[src/hw/spci_defines.svh]
// Constants of the SDRAM pin command interface
`ifndef SPCI_DEFINES_SVH
`define SPCI_DEFINES_SVH
`define SPCI_DATA_W      16
`define SPCI_ROW_W       12
`define SPCI_COL_W       8
`define SPCI_BANK_W      2
`define SPCI_PRE_BIT     10
`define SPCI_RD_MASK_LAT 2
`define SPCI_FIFO_DEPTH  4
`define SPCI_EXIT_NOPS   2
`endif

[src/hw/spci_pkg.sv]
// Types of the SDRAM pin command interface
`include "spci_defines.svh"
package spci_pkg;
  typedef enum logic [2:0] {
    SPCI_CMD_LMR, SPCI_CMD_REF, SPCI_CMD_PRE, SPCI_CMD_ACT,
    SPCI_CMD_WR, SPCI_CMD_RD, SPCI_CMD_BST, SPCI_CMD_NOP
  } spci_cmd_t;

  typedef enum logic [1:0] {
    SPCI_RUN, SPCI_POWER_DOWN, SPCI_SUSPEND, SPCI_SELF_REFRESH
  } spci_mode_t;

  typedef struct packed {
    logic [`SPCI_DATA_W-1:0] data;
    logic [1:0]              mask;
  } spci_beat_t;

  typedef struct packed {
    logic [`SPCI_BANK_W-1:0] bank;
    logic [`SPCI_ROW_W-1:0]  row;
    logic [`SPCI_COL_W-1:0]  col;
    logic                    auto_pre;
    logic                    row_open;
  } spci_addr_t;
endpackage : spci_pkg

[src/hw/spci_fifo.sv]
// Small FIFO carrying write beats toward the array
`timescale 1ns/1ps
module spci_fifo
  import spci_pkg::*;
#(
  parameter int WIDTH = 18,
  parameter int DEPTH = 4
) (
  input  wire logic             clk,
  input  wire logic             rst_n,
  input  wire logic             in_valid,
  output logic                  in_ready,
  input  wire logic [WIDTH-1:0] in_data,
  output logic                  out_valid,
  input  wire logic             out_ready,
  output logic      [WIDTH-1:0] out_data
);
  localparam int AW = (DEPTH > 1) ? $clog2(DEPTH) : 1;

  if (DEPTH < 2 || (DEPTH & (DEPTH - 1)) != 0) begin : g_bad_depth
    $error("DEPTH must be a power of two of at least 2");
  end

  typedef struct packed {
    logic [AW-1:0] wp;
    logic [AW-1:0] rp;
    logic [AW:0]   cnt;
  } spci_fifo_st_t;

  logic [WIDTH-1:0] mem [DEPTH];
  spci_fifo_st_t    st_r;
  spci_fifo_st_t    st_nxt;
  logic             push;
  logic             pop;

  assign in_ready  = (st_r.cnt != (AW+1)'(DEPTH));
  assign out_valid = (st_r.cnt != '0);
  assign out_data  = mem[st_r.rp];
  assign push      = in_valid && in_ready;
  assign pop       = out_valid && out_ready;

  always_comb begin
    st_nxt = st_r;
    if (push) begin
      st_nxt.wp = st_r.wp + 1'b1;
    end
    if (pop) begin
      st_nxt.rp = st_r.rp + 1'b1;
    end
    case ({push, pop})
      2'b10:   st_nxt.cnt = st_r.cnt + 1'b1;
      2'b01:   st_nxt.cnt = st_r.cnt - 1'b1;
      default: st_nxt.cnt = st_r.cnt;
    endcase
  end

  always_ff @(posedge clk) begin
    if (!rst_n) begin
      st_r <= '0;
    end else begin
      st_r <= st_nxt;
    end
    if (push) begin
      mem[st_r.wp] <= in_data;
    end
  end
endmodule : spci_fifo

[src/hw/spci_top.sv]
// Device-side pin command interface of a four-bank 16-bit SDRAM
`timescale 1ns/1ps
`include "spci_defines.svh"
module spci_top
  import spci_pkg::*;
#(
  parameter int DATA_W = `SPCI_DATA_W,
  parameter int ROW_W  = `SPCI_ROW_W,
  parameter int COL_W  = `SPCI_COL_W,
  parameter int BANK_W = `SPCI_BANK_W
) (
  input  wire logic              REF_CLK,
  input  wire logic              NRST,
  input  wire logic              CLOCK_GATE,
  input  wire logic              SELECT_N,
  input  wire logic              ROW_STROBE_N,
  input  wire logic              COL_STROBE_N,
  input  wire logic              WRITE_STROBE_N,
  input  wire logic [ROW_W-1:0]  ADDRESS_LINES,
  input  wire logic [BANK_W-1:0] BANK_SELECT,
  input  wire logic              LOW_BYTE_MASK,
  input  wire logic              HIGH_BYTE_MASK,
  input  wire logic [DATA_W-1:0] DATA_LINES_IN,
  output logic      [DATA_W-1:0] DATA_LINES_OUT,
  output logic      [1:0]        DATA_LINES_OE,
  input  wire logic [DATA_W-1:0] RD_DATA,
  output logic                   RD_REQ,
  output logic                   WR_VALID,
  input  wire logic              WR_READY,
  output logic      [DATA_W-1:0] WR_DATA,
  output logic      [1:0]        WR_BYTE_EN,
  output logic      [BANK_W-1:0] ACC_BANK,
  output logic      [ROW_W-1:0]  ACC_ROW,
  output logic      [COL_W-1:0]  ACC_COL,
  output logic                   ACC_AUTO_PRE,
  output logic      [2:0]        CMD_CODE,
  output logic                   CMD_PULSE,
  output logic      [1:0]        POWER_MODE,
  output logic                   CMD_LOST
);
  // Package structs fix the field widths
  if (DATA_W != `SPCI_DATA_W || ROW_W != `SPCI_ROW_W
      || COL_W != `SPCI_COL_W || BANK_W != `SPCI_BANK_W
      || COL_W > ROW_W || ROW_W <= `SPCI_PRE_BIT) begin : g_bad_width
    $error("Unsupported width parameters");
  end

  ////////////////////////////////////////////////////////////////////////
  // Synchronisers and state

  typedef struct packed {
    logic                     gate_s1;
    logic                     gate_s2;
    logic                     gate_d;
    spci_mode_t               mode;
    spci_addr_t               addr;
    logic [1:0]               rd_act;
    logic [1:0][1:0]          rd_mask;
    logic                     wr_act;
    logic [DATA_W-1:0]        dq_out;
    logic [1:0]               dq_oe;
    logic                     rd_req;
    spci_cmd_t                cmd;
    logic                     cmd_pulse;
    logic                     lost;
    logic [1:0]               exit_cnt;
  } spci_st_t;

  spci_st_t   st_r;
  spci_st_t   st_nxt;
  spci_cmd_t  cmd_dec;
  logic       edge_ok;
  logic       sel;
  logic [1:0] mask_in;
  spci_beat_t wbeat;
  spci_beat_t wbeat_q;
  logic       wq_valid;
  logic       wq_ready;
  logic       w_push;

  assign mask_in = {HIGH_BYTE_MASK, LOW_BYTE_MASK};
  // Gate is caught off-edge through its own synchroniser
  assign edge_ok = st_r.gate_s2;
  assign sel     = edge_ok && !SELECT_N;

  ////////////////////////////////////////////////////////////////////////
  // Command decode from the three strobes together

  always_comb begin
    unique case ({ROW_STROBE_N, COL_STROBE_N, WRITE_STROBE_N})
      3'h0: cmd_dec = SPCI_CMD_LMR;
      3'h1: cmd_dec = SPCI_CMD_REF;
      3'h2: cmd_dec = SPCI_CMD_PRE;
      3'h3: cmd_dec = SPCI_CMD_ACT;
      3'h4: cmd_dec = SPCI_CMD_WR;
      3'h5: cmd_dec = SPCI_CMD_RD;
      3'h6: cmd_dec = SPCI_CMD_BST;
      3'h7: cmd_dec = SPCI_CMD_NOP;
    endcase
  end

  // Write beat with same-cycle masks into the FIFO
  assign wbeat.data = DATA_LINES_IN;
  assign wbeat.mask = mask_in;
  assign w_push     = edge_ok && st_r.wr_act;

  ////////////////////////////////////////////////////////////////////////
  // Next state

  always_comb begin
    st_nxt           = st_r;
    st_nxt.gate_s1   = CLOCK_GATE;
    st_nxt.gate_s2   = st_r.gate_s1;
    st_nxt.gate_d    = st_r.gate_s2;
    st_nxt.cmd_pulse = 1'b0;
    st_nxt.rd_req    = 1'b0;
    st_nxt.lost      = 1'b0;
    if (!edge_ok) begin
      // Frozen edge: mode chosen by activity at the fall
      if (st_r.gate_d) begin
        if (st_r.rd_act != '0 || st_r.wr_act) begin
          st_nxt.mode = SPCI_SUSPEND;
        end else if (!SELECT_N && cmd_dec == SPCI_CMD_REF) begin
          st_nxt.mode = SPCI_SELF_REFRESH;
        end else begin
          st_nxt.mode = SPCI_POWER_DOWN;
        end
      end
    end else begin
      st_nxt.mode = SPCI_RUN;
      if (st_r.exit_cnt != '0) begin
        st_nxt.exit_cnt = st_r.exit_cnt - 1'b1;
      end
      if (!st_r.gate_d && st_r.mode == SPCI_SELF_REFRESH) begin
        st_nxt.exit_cnt = 2'(`SPCI_EXIT_NOPS);
      end
      // Read pipe: mask sampled now is applied two edges on
      st_nxt.rd_act  = {st_r.rd_act[0], 1'b0};
      st_nxt.rd_mask = {st_r.rd_mask[0], mask_in};
      st_nxt.dq_oe   = '0;
      if (st_r.rd_act[1]) begin
        st_nxt.dq_out = RD_DATA;
        st_nxt.dq_oe  = ~st_r.rd_mask[1];
      end
      st_nxt.wr_act = 1'b0;
      if (sel) begin
        st_nxt.cmd       = cmd_dec;
        st_nxt.cmd_pulse = (cmd_dec != SPCI_CMD_NOP);
        unique case (cmd_dec)
          SPCI_CMD_ACT: begin
            st_nxt.addr.bank     = BANK_SELECT;
            st_nxt.addr.row      = ADDRESS_LINES;
            st_nxt.addr.row_open = 1'b1;
          end
          SPCI_CMD_RD, SPCI_CMD_WR: begin
            st_nxt.addr.bank     = BANK_SELECT;
            st_nxt.addr.col      = ADDRESS_LINES[COL_W-1:0];
            st_nxt.addr.auto_pre = ADDRESS_LINES[`SPCI_PRE_BIT];
            if (cmd_dec == SPCI_CMD_RD) begin
              st_nxt.rd_act[0] = 1'b1;
              st_nxt.rd_req    = 1'b1;
            end else begin
              st_nxt.wr_act = 1'b1;
            end
          end
          SPCI_CMD_PRE: st_nxt.addr.row_open = 1'b0;
          default: ;
        endcase
      end
      // Beat dropped when the write FIFO is full and cannot take it
      if (w_push && !wq_ready) begin
        st_nxt.lost = 1'b1;
      end
    end
  end

  always_ff @(posedge REF_CLK) begin
    if (!NRST) begin
      st_r      <= '0;
      st_r.cmd  <= SPCI_CMD_NOP;
      st_r.mode <= SPCI_RUN;
    end else begin
      st_r <= st_nxt;
    end
  end

  ////////////////////////////////////////////////////////////////////////
  // Write path through FIFO

  spci_fifo #(
    .WIDTH ($bits(spci_beat_t)),
    .DEPTH (`SPCI_FIFO_DEPTH)
  ) u_wfifo (
    .clk       (REF_CLK),
    .rst_n     (NRST),
    .in_valid  (w_push),
    .in_ready  (wq_ready),
    .in_data   (wbeat),
    .out_valid (wq_valid),
    .out_ready (WR_READY),
    .out_data  (wbeat_q)
  );

  assign WR_VALID   = wq_valid;
  assign WR_DATA    = wbeat_q.data;
  assign WR_BYTE_EN = ~wbeat_q.mask;

  ////////////////////////////////////////////////////////////////////////
  // Outputs

  assign DATA_LINES_OUT = st_r.dq_out;
  assign DATA_LINES_OE  = st_r.dq_oe;
  assign RD_REQ         = st_r.rd_req;
  assign ACC_BANK       = st_r.addr.bank;
  assign ACC_ROW        = st_r.addr.row;
  assign ACC_COL        = st_r.addr.col;
  assign ACC_AUTO_PRE   = st_r.addr.auto_pre;
  assign CMD_CODE       = st_r.cmd;
  assign CMD_PULSE      = st_r.cmd_pulse;
  assign POWER_MODE     = st_r.mode;
  assign CMD_LOST       = st_r.lost;
endmodule : spci_top

[config.mk]
export PLATFORM = sky130hd
export DESIGN_NAME = spci_top
export DESIGN_NICKNAME = d
export VERILOG_FILES = /design/src/hw/spci_pkg.sv /design/src/hw/spci_fifo.sv /design/src/hw/spci_top.sv
export VERILOG_INCLUDE_DIRS = /design/src /design/src/hw
export SDC_FILE = /design/constraint.sdc
export NUM_CORES = 1
export LEC_CHECK = 0
export BUFFER_PORTS_ARGS = -buffer_cell sky130_fd_sc_hd__buf_2
export CAP_MARGIN = 5
export CORE_AREA = 2 2 123 125
export DETAILED_ROUTE_END_ITERATION = 6
export DIE_AREA = 0 0 125 127
export PLACE_DENSITY = 0.58
export REMOVE_ABC_BUFFERS = 1
export SETUP_SLACK_MARGIN = 0.02
export SLEW_MARGIN = 20
export SYNTH_ARGS = -nofsm -noshare
export SYNTH_HDL_FRONTEND = slang
export SYNTH_SLANG_ARGS = --single-unit
[constraint.sdc]
create_clock -name REF_CLK -period 2.8 [get_ports REF_CLK]
set_clock_uncertainty 0.05 [all_clocks]
set_input_delay 0.56 -clock REF_CLK [delete_from_list [all_inputs] [get_ports REF_CLK]]
set_output_delay 0.56 -clock REF_CLK [all_outputs]
set_load 0.02 [all_outputs]
Word level (Yosys, flattened, before mapping)
Memory sizes are Yosys's and may differ from the RTL's. A register that Yosys moved wholly into a read port is not among the register bits. Cells that the tools add are included.

Input bits: 56. Memory bits (read-only): 24. Word-level logic and storage cells: 75. Bits in writable memories: 72. Memories: 2. Register bits: 66.

Memories: u_wfifo.mem (depth 4, width 18, read ports 1, clocked after Yosys merged registers in 1, wr ports 1, RTL line spci_fifo.sv:30) `logic [WIDTH-1:0] mem [DEPTH];`; (no name shown) (depth 8, width 3, read ports 1, clocked after Yosys merged registers in 0, wr ports 0, RTL line spci_top.sv:90) `unique case ({ROW_STROBE_N, COL_STROBE_N, WRITE_STROBE_N})`.

Mux-type cells: 15. Add/subtract/negate cells: 4. Equality and inequality tests: 8. Reduce and logical (&&, ||, !) cells: 22. Bitwise logic cells: 3.

Operators by type and width (count): $reduce_and A3 Y1 (4); $mux W2 (5); $mux W1 (9); $eq A3 B3 Y1 const B (2); $logic_and A1 B1 Y1 (6); $ne A3 B3 Y1 const B (2); $pmux W3 S2 (1); $reduce_and A2 Y1 (3); $add A2 B1 Y2 const B (2); $not A2 Y2 (2); $reduce_bool A2 Y1 (2); $reduce_or A2 Y1 (2); $add A3 B1 Y3 const B (1); $eq A3 B1 Y1 const B (1); $eq A3 B2 Y1 const B (1); $reduce_bool A3 Y1 (1); $reduce_or A3 Y1 (1); $sub A3 B1 Y3 const B (1); $eq A2 B1 Y1 const B (1); $eq A2 B2 Y1 const B (1); $logic_not A1 Y1 (2); $logic_or A1 B1 Y1 (1); $not A1 Y1 (1).

Logic depth before layout (Yosys ltp)
Gate-level depths: netlist of run 1. An unclocked memory read counts as a cell.

Word-level depth: 5. Mapped depth: 10. Depth with buffers taken out: 9.

Hierarchy
A second synthesis of run 1 with hierarchy kept.

Cells, all modules: 448. Area total of the unflattened synthesis: 5774.3 um2.

Modules (own cells, without submodules): spci_fifo (seq. area each 2342.2 um2, cells an instance 146, area an instance 3131.8 um2, times used 1); spci_top (seq. area each 1181.1 um2, cells an instance 302, area an instance 2642.5 um2, times used 1).

Worst setup path after synthesis of run 1
Ideal clock, no wire load.

Path type: input to register. Start point: input port WR_READY. End point: register u_wfifo.st_r[2] (netlist name). Setup slack: 0.799 ns. Arrival: 1.876 ns. Setup time: 0.076 ns. Path buffers: 0. Required time: 2.674 ns. Stages: 7. Cells stage by stage: o31a_1 -> ha_1 -> inv_1 -> fa_1 -> xor2_1 -> or3_1 -> a21boi_0.

Cells in the longest elaborated chain, start to end: 3.

RTL lines: from (decl) (RTL line spci_top.sv:29) `input wire logic WR_READY,`; $logic_and A1 B1 Y1 * (RTL line spci_fifo.sv:40) `assign pop = out_valid && out_ready;`; $eq A2 B1 Y1 or $eq A2 B2 Y1 (tied branches) (RTL line spci_fifo.sv:50) `case ({push, pop})`; $pmux W3 S2 or $reduce_bool A2 Y1 (tied branches); to (signal assigned) (RTL line spci_fifo.sv:61) `st_r <= st_nxt;`; to (decl) (RTL line spci_fifo.sv:31) `spci_fifo_st_t st_r;`.

Mark *: on every way between the ends. The rest lies on a longest branch, timed or not. A chain may end at the register's enable or synchronous reset.

==> impl_metrics.ini, run 1 <==
[run_status]
status = finished clean

[clock_network]
cts_buffer_depth = 2
cts_tree = built
clkSinkCount = 140
h-tree-depth = 4
clk_pin_slew_worst_paths_ps = 60
cts_made_buffers = 17
ctsHoldBuffers = 0
post_cts_buffers = 0
cts_resized = 0
cts_root_buffer = clkbuf_16
clk_latency_ps = 410

[placed_design]
finalWeightedCongestion = 0.706
io_buffer_count = 123
hpwlAfterDp_um = 7260
numPlacedInstances = 699

[sta]
post-route-min-period_ps = 2470
rsz0062_at_grt = false
setup_viol = 0
slew_headroom_pct = 60.7
hold_viol_final = 0
timing.fmax_mhz = 404
setup_tns_ps = 0
period_share_pct = 88.3
finalMaxSlewViolations = 0
tightest_slew_ps = 588

[drt]
vias_per_cell = 4.78
wl_met2_um = 5220
wl_per_cell_um = 15.0
met1Wirelength_um = 4670
wl_um = 10900
drt-initial-drc-count = 185
drtAntennaViolNets = 0
drcViolationCount = 0
firstDrtPassIters = 4
dr_wl_met3_um = 869
top_layer = met4
vias = 3489

[cells_and_area]
final_layout_size_suffix_gt1_share_pct = 32.4
layout_common_cells = 123 x buf_2, 91 x nand2_1, 72 x edfxtp_1
fill_cells = 1323
final_common_cell = buf_2
fin_util_pct = 46.5
final_cells = 730
area_growth_pct = 17.7
final_nets = 596
diodes = 0

[setup_path]
arrival_ps = 1860
cp_data_required_time_ps = 2190
startpoint_type = flop
path_class = reg -> out
end_kind = output pin
worst-path-max-fanout = 18

[logic_synthesis]
synth_top_family_by_area = simple AND/OR/NAND/NOR gates
synthCells = 448
synth-xor-area-share_pct = 0.614
synth.avg_cell_area_um2 = 12.7
synth_top_area_cell = edfxtp_1
synthArstFlopShare_pct = 0
yosysWarnings = 0
netlist_area_mm2 = 0.00570
synth_edf_count = 72
synth-simple-area-share_pct = 11.9
yosysSeqAreaShare_pct = 61.8
synth_compound_area_share_pct = 4.96
yosys.area.top_type_share_pct = 37.9
netlist_top_cells_area = edfxtp_1 38%, dfxtp_1 24%, mux4_2 7.1%
synthFlopType = edfxtp_1
synth_fa_ha_area_share_pct = 1.45
ys_seq_elements = 140
synth_cell_type_count = 40
synth.area.mux_share_pct = 10.6

[die]
die_x_um = 125
num_io_pins = 124
fp.coreArea_mm2 = 0.0144
start_util_pct = 39.5
die-area_mm2 = 0.0159
die_h_um = 127
rows = 44

[power]
ir_drop_uv = 363
finalPower_mw = 4.35
leakage_nw = 2.54
p_per_area_mw_per_mm2 = 648

[global_routing]
grt_pass1_vias = 3571
grt_pass1_wl_um = 17800
grt_max_degree = 51
grtUsageTotal_pct = 14.4
antenna_found_initial = 0
gr-total-overflow = 0

[hold_path]
worstHoldPathType = in -> reg

[run]
cap_violations = 0
[cell families (layout without fill, tap and decap cells)]
kind of cell	after synthesis	after routing
and+or+nand+nor	144	144
DFF	140	140
buffers and inverters	77	175
AOI/OAI and AO/OA	39	39
muxes	38	38
adders and majority gates	6	6
xor gates and xnor gates	4	4
[metrics by stage]
stage | area (um^2) | hold slack [ps] | setup WS (ps)
global placement | 6170 | 383 | 673
detailed placement | 6170 | 384 | 583
floorplan | 5250 | 362 | 506
finish | 6710 | 304 | 326
global route | 6710 | 294 | 166
CTS | 6710 | 284 | 273
[flip-flops by register name, indices dropped and copies added, names as in the netlist, named ones only]
signal and cells:
u_wfifo.mem 72, DATA_LINES_OUT 16, ACC_ROW 12, ACC_COL 8, st_r 8, u_wfifo.st_r 7, CMD_CODE 3, ACC_BANK 2
DATA_LINES_OE 2, POWER_MODE 2, ACC_AUTO_PRE 1, CMD_LOST 1, CMD_PULSE 1, RD_REQ 1, edge_ok 1, st_nxt 1
[critical path, cell delays in order (launching register included)]
cell     delay (ps)
dfxtp_1         310
buf_4           340
mux4_2          580
inv_1            60
buf_2           150
[cell type report]
class	instances	area, um^2	share of cell area (%)
Clock buffer	21	440	6.56
Clock inverter	10	100	1.49
Inverter	11	41.3	0.615
Timing Repair Buffer	133	691	10.3
Tap cell	184	230	3.43
Sequential cell	140	3520	52.5
Multi-Input combinational cell	231	1690	25.1
[metal layers]
metal / up-vias / track usage, %
li1: 1686 / -
met1: 1681 / 16.8
met2: 108 / 23.2
met3: 14 / 6.28
met4: 0 / 6.08
met5: - / 0
[synth_stat cells, types with 5 or more instances]
| cell type | count |
|---|---|
| and2_1 | 12 |
| nand2_1 | 91 |
| nor2_1 | 5 |
| inv_1 | 11 |
| ha_1 | 5 |
| mux2i_1 | 20 |
| dfxtp_1 | 68 |
| buf_2 | 10 |
| a21boi_0 | 26 |
| edfxtp_1 | 72 |
| clkbuf_1 | 5 |
| nor2b_1 | 10 |
| mux4_2 | 18 |
| buf_4 | 48 |
[power breakdown]
group | switching, mW | internal [mW]
registers | 0.00432 | 2.16
logic | 0.0706 | 0.0547
clock network | 0.773 | 1.29
total | 0.847 | 3.50
[final timing paths]
kind | from | end | slack [ps] | cells after the start
worst max-delay path | flop | WR_BYTE_EN[1] | 330 | 4
worst min-delay path | CLOCK_GATE | st_nxt[60] | 300 | 2
worst max register to register | u_wfifo.st_r[0] | u_wfifo.st_r[2] | 670 | 10
worst min register to register | st_nxt[60] | edge_ok | 390 | 1
(Power assumes the default switching activity.)
==> run 2, diff against run 1 <==
--- a/config.mk
+++ b/config.mk
@@ -6,7 +6,7 @@
 export SDC_FILE = /design/constraint.sdc
 export NUM_CORES = 1
 export LEC_CHECK = 0
-export BUFFER_PORTS_ARGS = -buffer_cell sky130_fd_sc_hd__buf_2
+export BUFFER_PORTS_ARGS = -buffer_cell sky130_fd_sc_hd__clkbuf_2
 export CAP_MARGIN = 5
 export CORE_AREA = 2 2 123 125
 export DETAILED_ROUTE_END_ITERATION = 6
==> run 2 against run 1 <==
Compared with the run above: wire length decreased by 2.4%; core utilization is 0.069 points lower; sequential share of layout area rose by 0.078 points; clock-buffer cell count decreased by 4; die area unchanged; cell count grew 0.14%; highest routed layer unchanged.
==> impl_metrics.ini, run 2 (synthesized netlist as in run 1, its figures left out) <==
[clock_network]
cts_buffer_depth = 2
ctsHoldBuffers = 0
clk_latency_ps = 400
cts_root_buffer = clkbuf_16
h-tree-depth = 4
clkSinkCount = 140
post_cts_buffers = 0
clk_pin_slew_worst_paths_ps = 50
cts_tree = built
cts_made_buffers = 17
cts_resized = 0

[cells_and_area]
final_layout_size_suffix_gt1_share_pct = 33.1
area_growth_pct = 17.6
final_cell_area_mm2 = 0.00670
final_nets = 596
final_common_cell = clkbuf_2
top_register = u_wfifo.mem
largest_reg_flops = 72
fin_util_pct = 46.5
layout_common_cells = 123 x clkbuf_2, 91 x nand2_1, 72 x edfxtp_1
diodes = 0

[setup_path]
arrival_ps = 1860
slowest_stage = mux4_2
reg2reg_from = u_wfifo.st_r[0]
end_kind = output pin
cp_data_required_time_ps = 2190
reg2regPathDepth = 10
worst-path-max-fanout = 18
path_cells = buf_4 -> mux4_2 -> inv_1 -> clkbuf_2
startpoint_type = flop
cpPeakStageDelay_ps = 560
path_class = reg -> out

[sta]
tightest_slew_ps = 594
post-route-min-period_ps = 2470
setup_viol = 0
finalMaxSlewViolations = 0
setup_tns_ps = 0
hold_viol_final = 0
timing.hold.ws_ps = 314
rsz0062_at_grt = false
timing.fmax_mhz = 406
period_share_pct = 88.1
slew_headroom_pct = 60.4
fin_ws_ps = 334

[power]
ir_drop_uv = 429
p_sw_share_pct = 20.3
clkPwrFrac_pct = 46.5
pwr-share-comb_pct = 2.9
p_int_mw = 3.41
p_sw_mw = 0.868
leakage_nw = 2.51
p_per_area_mw_per_mm2 = 639
p_seq_share_pct = 50.6

[drt]
wl_um = 10700
drt-initial-drc-count = 186
vias_per_cell = 4.67
wl_per_cell_um = 14.6
drtAntennaViolNets = 0
firstDrtPassIters = 4
vias = 3417
drcViolationCount = 0

[global_routing]
antenna_found_initial = 0
grtUsageTotal_pct = 14.1
grt_pass1_vias = 3566
grt_max_degree = 53
gr-total-overflow = 0
grt_pass1_wl_um = 17600

[run_status]
status = finished clean

[die]
rows = 44
die-area_mm2 = 0.0159
die_h_um = 127
die_x_um = 125
start_util_pct = 39.5
fp.coreArea_mm2 = 0.0144
num_io_pins = 124

[placed_design]
pre_cts_ws_ps = 498
finalWeightedCongestion = 0.724
hpwlAfterDp_um = 7290
io_buffer_count = 123
placed_cell_area_mm2 = 0.00617

[hold_path]
hold_start = CLOCK_GATE
hold_depth = 2
worstHoldPathType = in -> reg

[run]
cap_violations = 0
-- run 2: final cells by class --
type | count | area (um^2)
fillers | 1353 | 7720
flip-flops and latches | 140 | 3520
multi-input cells | 231 | 1690
repair buffers | 133 | 691
clock buffers | 17 | 425
well taps | 184 | 230
clock inverters | 15 | 105
inverters | 11 | 41.3
-- run 2: final timing paths --
check / to / slack [ps]
max: WR_BYTE_EN[0] / 330
min: st_nxt[60] / 310
max reg2reg: u_wfifo.st_r[2] / 530
min reg2reg: edge_ok / 390
-- run 2: through the flow --
| stage | power (mW) | cells |
|---|---|---|
| after floorplan | 2.25 | 382 |
| after global placement | 2.33 | 699 |
| after detailed placement | 2.33 | 699 |
| after CTS | 4.34 | 731 |
| after global routing | 4.44 | 731 |
| final | 4.28 | 731 |
-- run 2: power by group through the flow --
stage | clock [mW] | combinational (mW) | sequential, mW
2_1_floorplan | 0 | 0.0322 | 2.22
6_report | 1.99 | 0.123 | 2.17
3_5_place_dp | 0 | 0.124 | 2.21
4_1_cts | 2.05 | 0.125 | 2.17
3_3_place_gp | 0 | 0.121 | 2.21
5_1_grt | 2.14 | 0.139 | 2.17
-- run 2: layer usage --
metal	track usage (%)	wire, um	vias up
met3	6.87	919	8
met5	0	0	-
met2	22.9	5130	101
met4	4.31	89	0
met1	16.6	4550	1624
li1	-	-	1684
-- run 2: worst max-delay path, delay by kind of cell (launching register included) --
kind / cells / cell delay, ps
multiplexers: 1 / 560
flip-flops: 1 / 300
buffers and inverters: 3 / 580
==> run 3, diff against run 2 <==
==> constraint.sdc (replaced) <==
create_clock -name REF_CLK -period 2.95 [get_ports REF_CLK]
set_clock_uncertainty 0.05 [all_clocks]
set_input_delay 0.59 -clock REF_CLK [delete_from_list [all_inputs] [get_ports REF_CLK]]
set_output_delay 0.59 -clock REF_CLK [all_outputs]
set_load 0.02 [all_outputs]
==> run 3 against run 2 <==
Compared with the run above: register-to-register slack gained 220 ps; total power shrank 4.4%; wire length up 0.87%; clock power is 4% lower; cell count unchanged; largest power group unchanged.
==> impl_metrics.ini, run 3 (synthesized netlist as in run 1, its figures left out) <==
[power]
leakage_nw = 2.51
finalPower_mw = 4.09
ir_drop_uv = 352
p_per_area_mw_per_mm2 = 610

[run_status]
status = finished clean

[cells_and_area]
diodes = 0
final_cell_area_mm2 = 0.00671
largest_reg_flops = 72
fill_cells = 1362
area_growth_pct = 17.6
multiInputGateArea_mm2 = 0.00169
final_nets = 596
top_register = u_wfifo.mem
final_cells = 731
layout_common_cells = 123 x clkbuf_2, 91 x nand2_1, 72 x edfxtp_1
seqCellArea_mm2 = 0.00352
final_layout_size_suffix_gt1_share_pct = 33.1
fin_util_pct = 46.5
final_common_cell = clkbuf_2

[setup_path]
reg2reg_from = u_wfifo.st_r[0]
r2r_slack_ps = 750
reg2regPathDepth = 10
worst-path-max-fanout = 18
cp_data_required_time_ps = 2310
end_kind = output pin
r2r_end = u_wfifo.st_r[2]
path_class = reg -> out
critical_path.top_delay_family = buffers and inverters
path_cells = buf_4 -> mux4_2 -> inv_1 -> clkbuf_2
slowest_stage = mux4_2
startpoint_type = flop
cpPeakStageDelay_ps = 560
cp_num_buf_inv = 3
arrival_ps = 1870

[placed_design]
hpwlAfterDp_um = 7180
finalWeightedCongestion = 0.708
placed_cell_area_mm2 = 0.00617
numPlacedInstances = 699
pre_cts_ws_ps = 650
io_buffer_count = 123

[drt]
drt-initial-drc-count = 159
drcViolationCount = 0
wl_per_cell_um = 14.7
drtAntennaViolNets = 0
firstDrtPassIters = 4
vias_per_cell = 4.69
vias = 3427
wl_um = 10800

[global_routing]
grtUsageTotal_pct = 14.2
grt_pass1_vias = 3548
antenna_found_initial = 0
grt_max_degree = 46
grt_pass1_wl_um = 17500
gr-total-overflow = 0

[sta]
setup_tns_ps = 0
setup_viol = 0
finalMaxSlewViolations = 0
slew_headroom_pct = 58.9
timing.hold.ws_ps = 337
hold_viol_final = 0
post-route-min-period_ps = 2510
fin_ws_ps = 442
tightest_slew_ps = 616
rsz0062_at_grt = false
timing.fmax_mhz = 399
period_share_pct = 85.0

[clock_network]
cts_root_buffer = clkbuf_16
cts_tree = built
post_cts_buffers = 0
clkSinkCount = 140
ctsHoldBuffers = 0
clk_latency_ps = 410
cts_made_buffers = 17
clk_pin_slew_worst_paths_ps = 60
cts_buffer_depth = 2
cts_resized = 0
h-tree-depth = 4

[die]
start_util_pct = 39.5
num_io_pins = 124
die-area_mm2 = 0.0159
rows = 44
die_h_um = 127
die_x_um = 125
fp.coreArea_mm2 = 0.0144

[hold_path]
worstHoldPathType = in -> reg
hold_start = CLOCK_GATE
min_to = st_nxt[60]
hold_depth = 2

[run]
cap_violations = 0
run 3: cell count changes in the layout (fill, tap and decap cells not counted), sizes merged:
cell      delta
clkinvlp     +2
clkbuf       +3
clkinv       -5
run 3: worst max-delay path by stage:
stage | cells after the start | slack [ps] | end | from
3_3_place_gp | 8 | 790 | u_wfifo.st_r[2] | WR_READY
5_1_grt | 4 | 330 | WR_BYTE_EN[0] | flop
4_1_cts | 4 | 380 | WR_BYTE_EN[1] | flop
2_1_floorplan | 2 | 630 | WR_BYTE_EN[0] | flop
6_report | 4 | 440 | WR_BYTE_EN[1] | flop
3_5_place_dp | 8 | 650 | u_wfifo.st_r[2] | WR_READY
run 3: area by class of cell:
cell class,instances,area share (%)
Clock inverter,12,1.47
Inverter,11,0.616
Clock buffer,20,6.51
Tap cell,184,3.43
Timing Repair Buffer,133,10.3
Sequential cell,140,52.5
Multi-Input combinational cell,231,25.1
run 3: routing by layer:
metal	up-vias	share of wire [%]	track usage (%)
met1	1627	42	16.0
li1	1685	-	-
met2	102	47	23.2
met4	0	1.8	6.08
met5	-	0	0
met3	13	8.6	6.74
run 3: report_power, final:
part	internal (mW)	switching, mW
clock network	1.15	0.773
registers	2.05	0.00442
logic	0.0517	0.0650
total	3.25	0.843
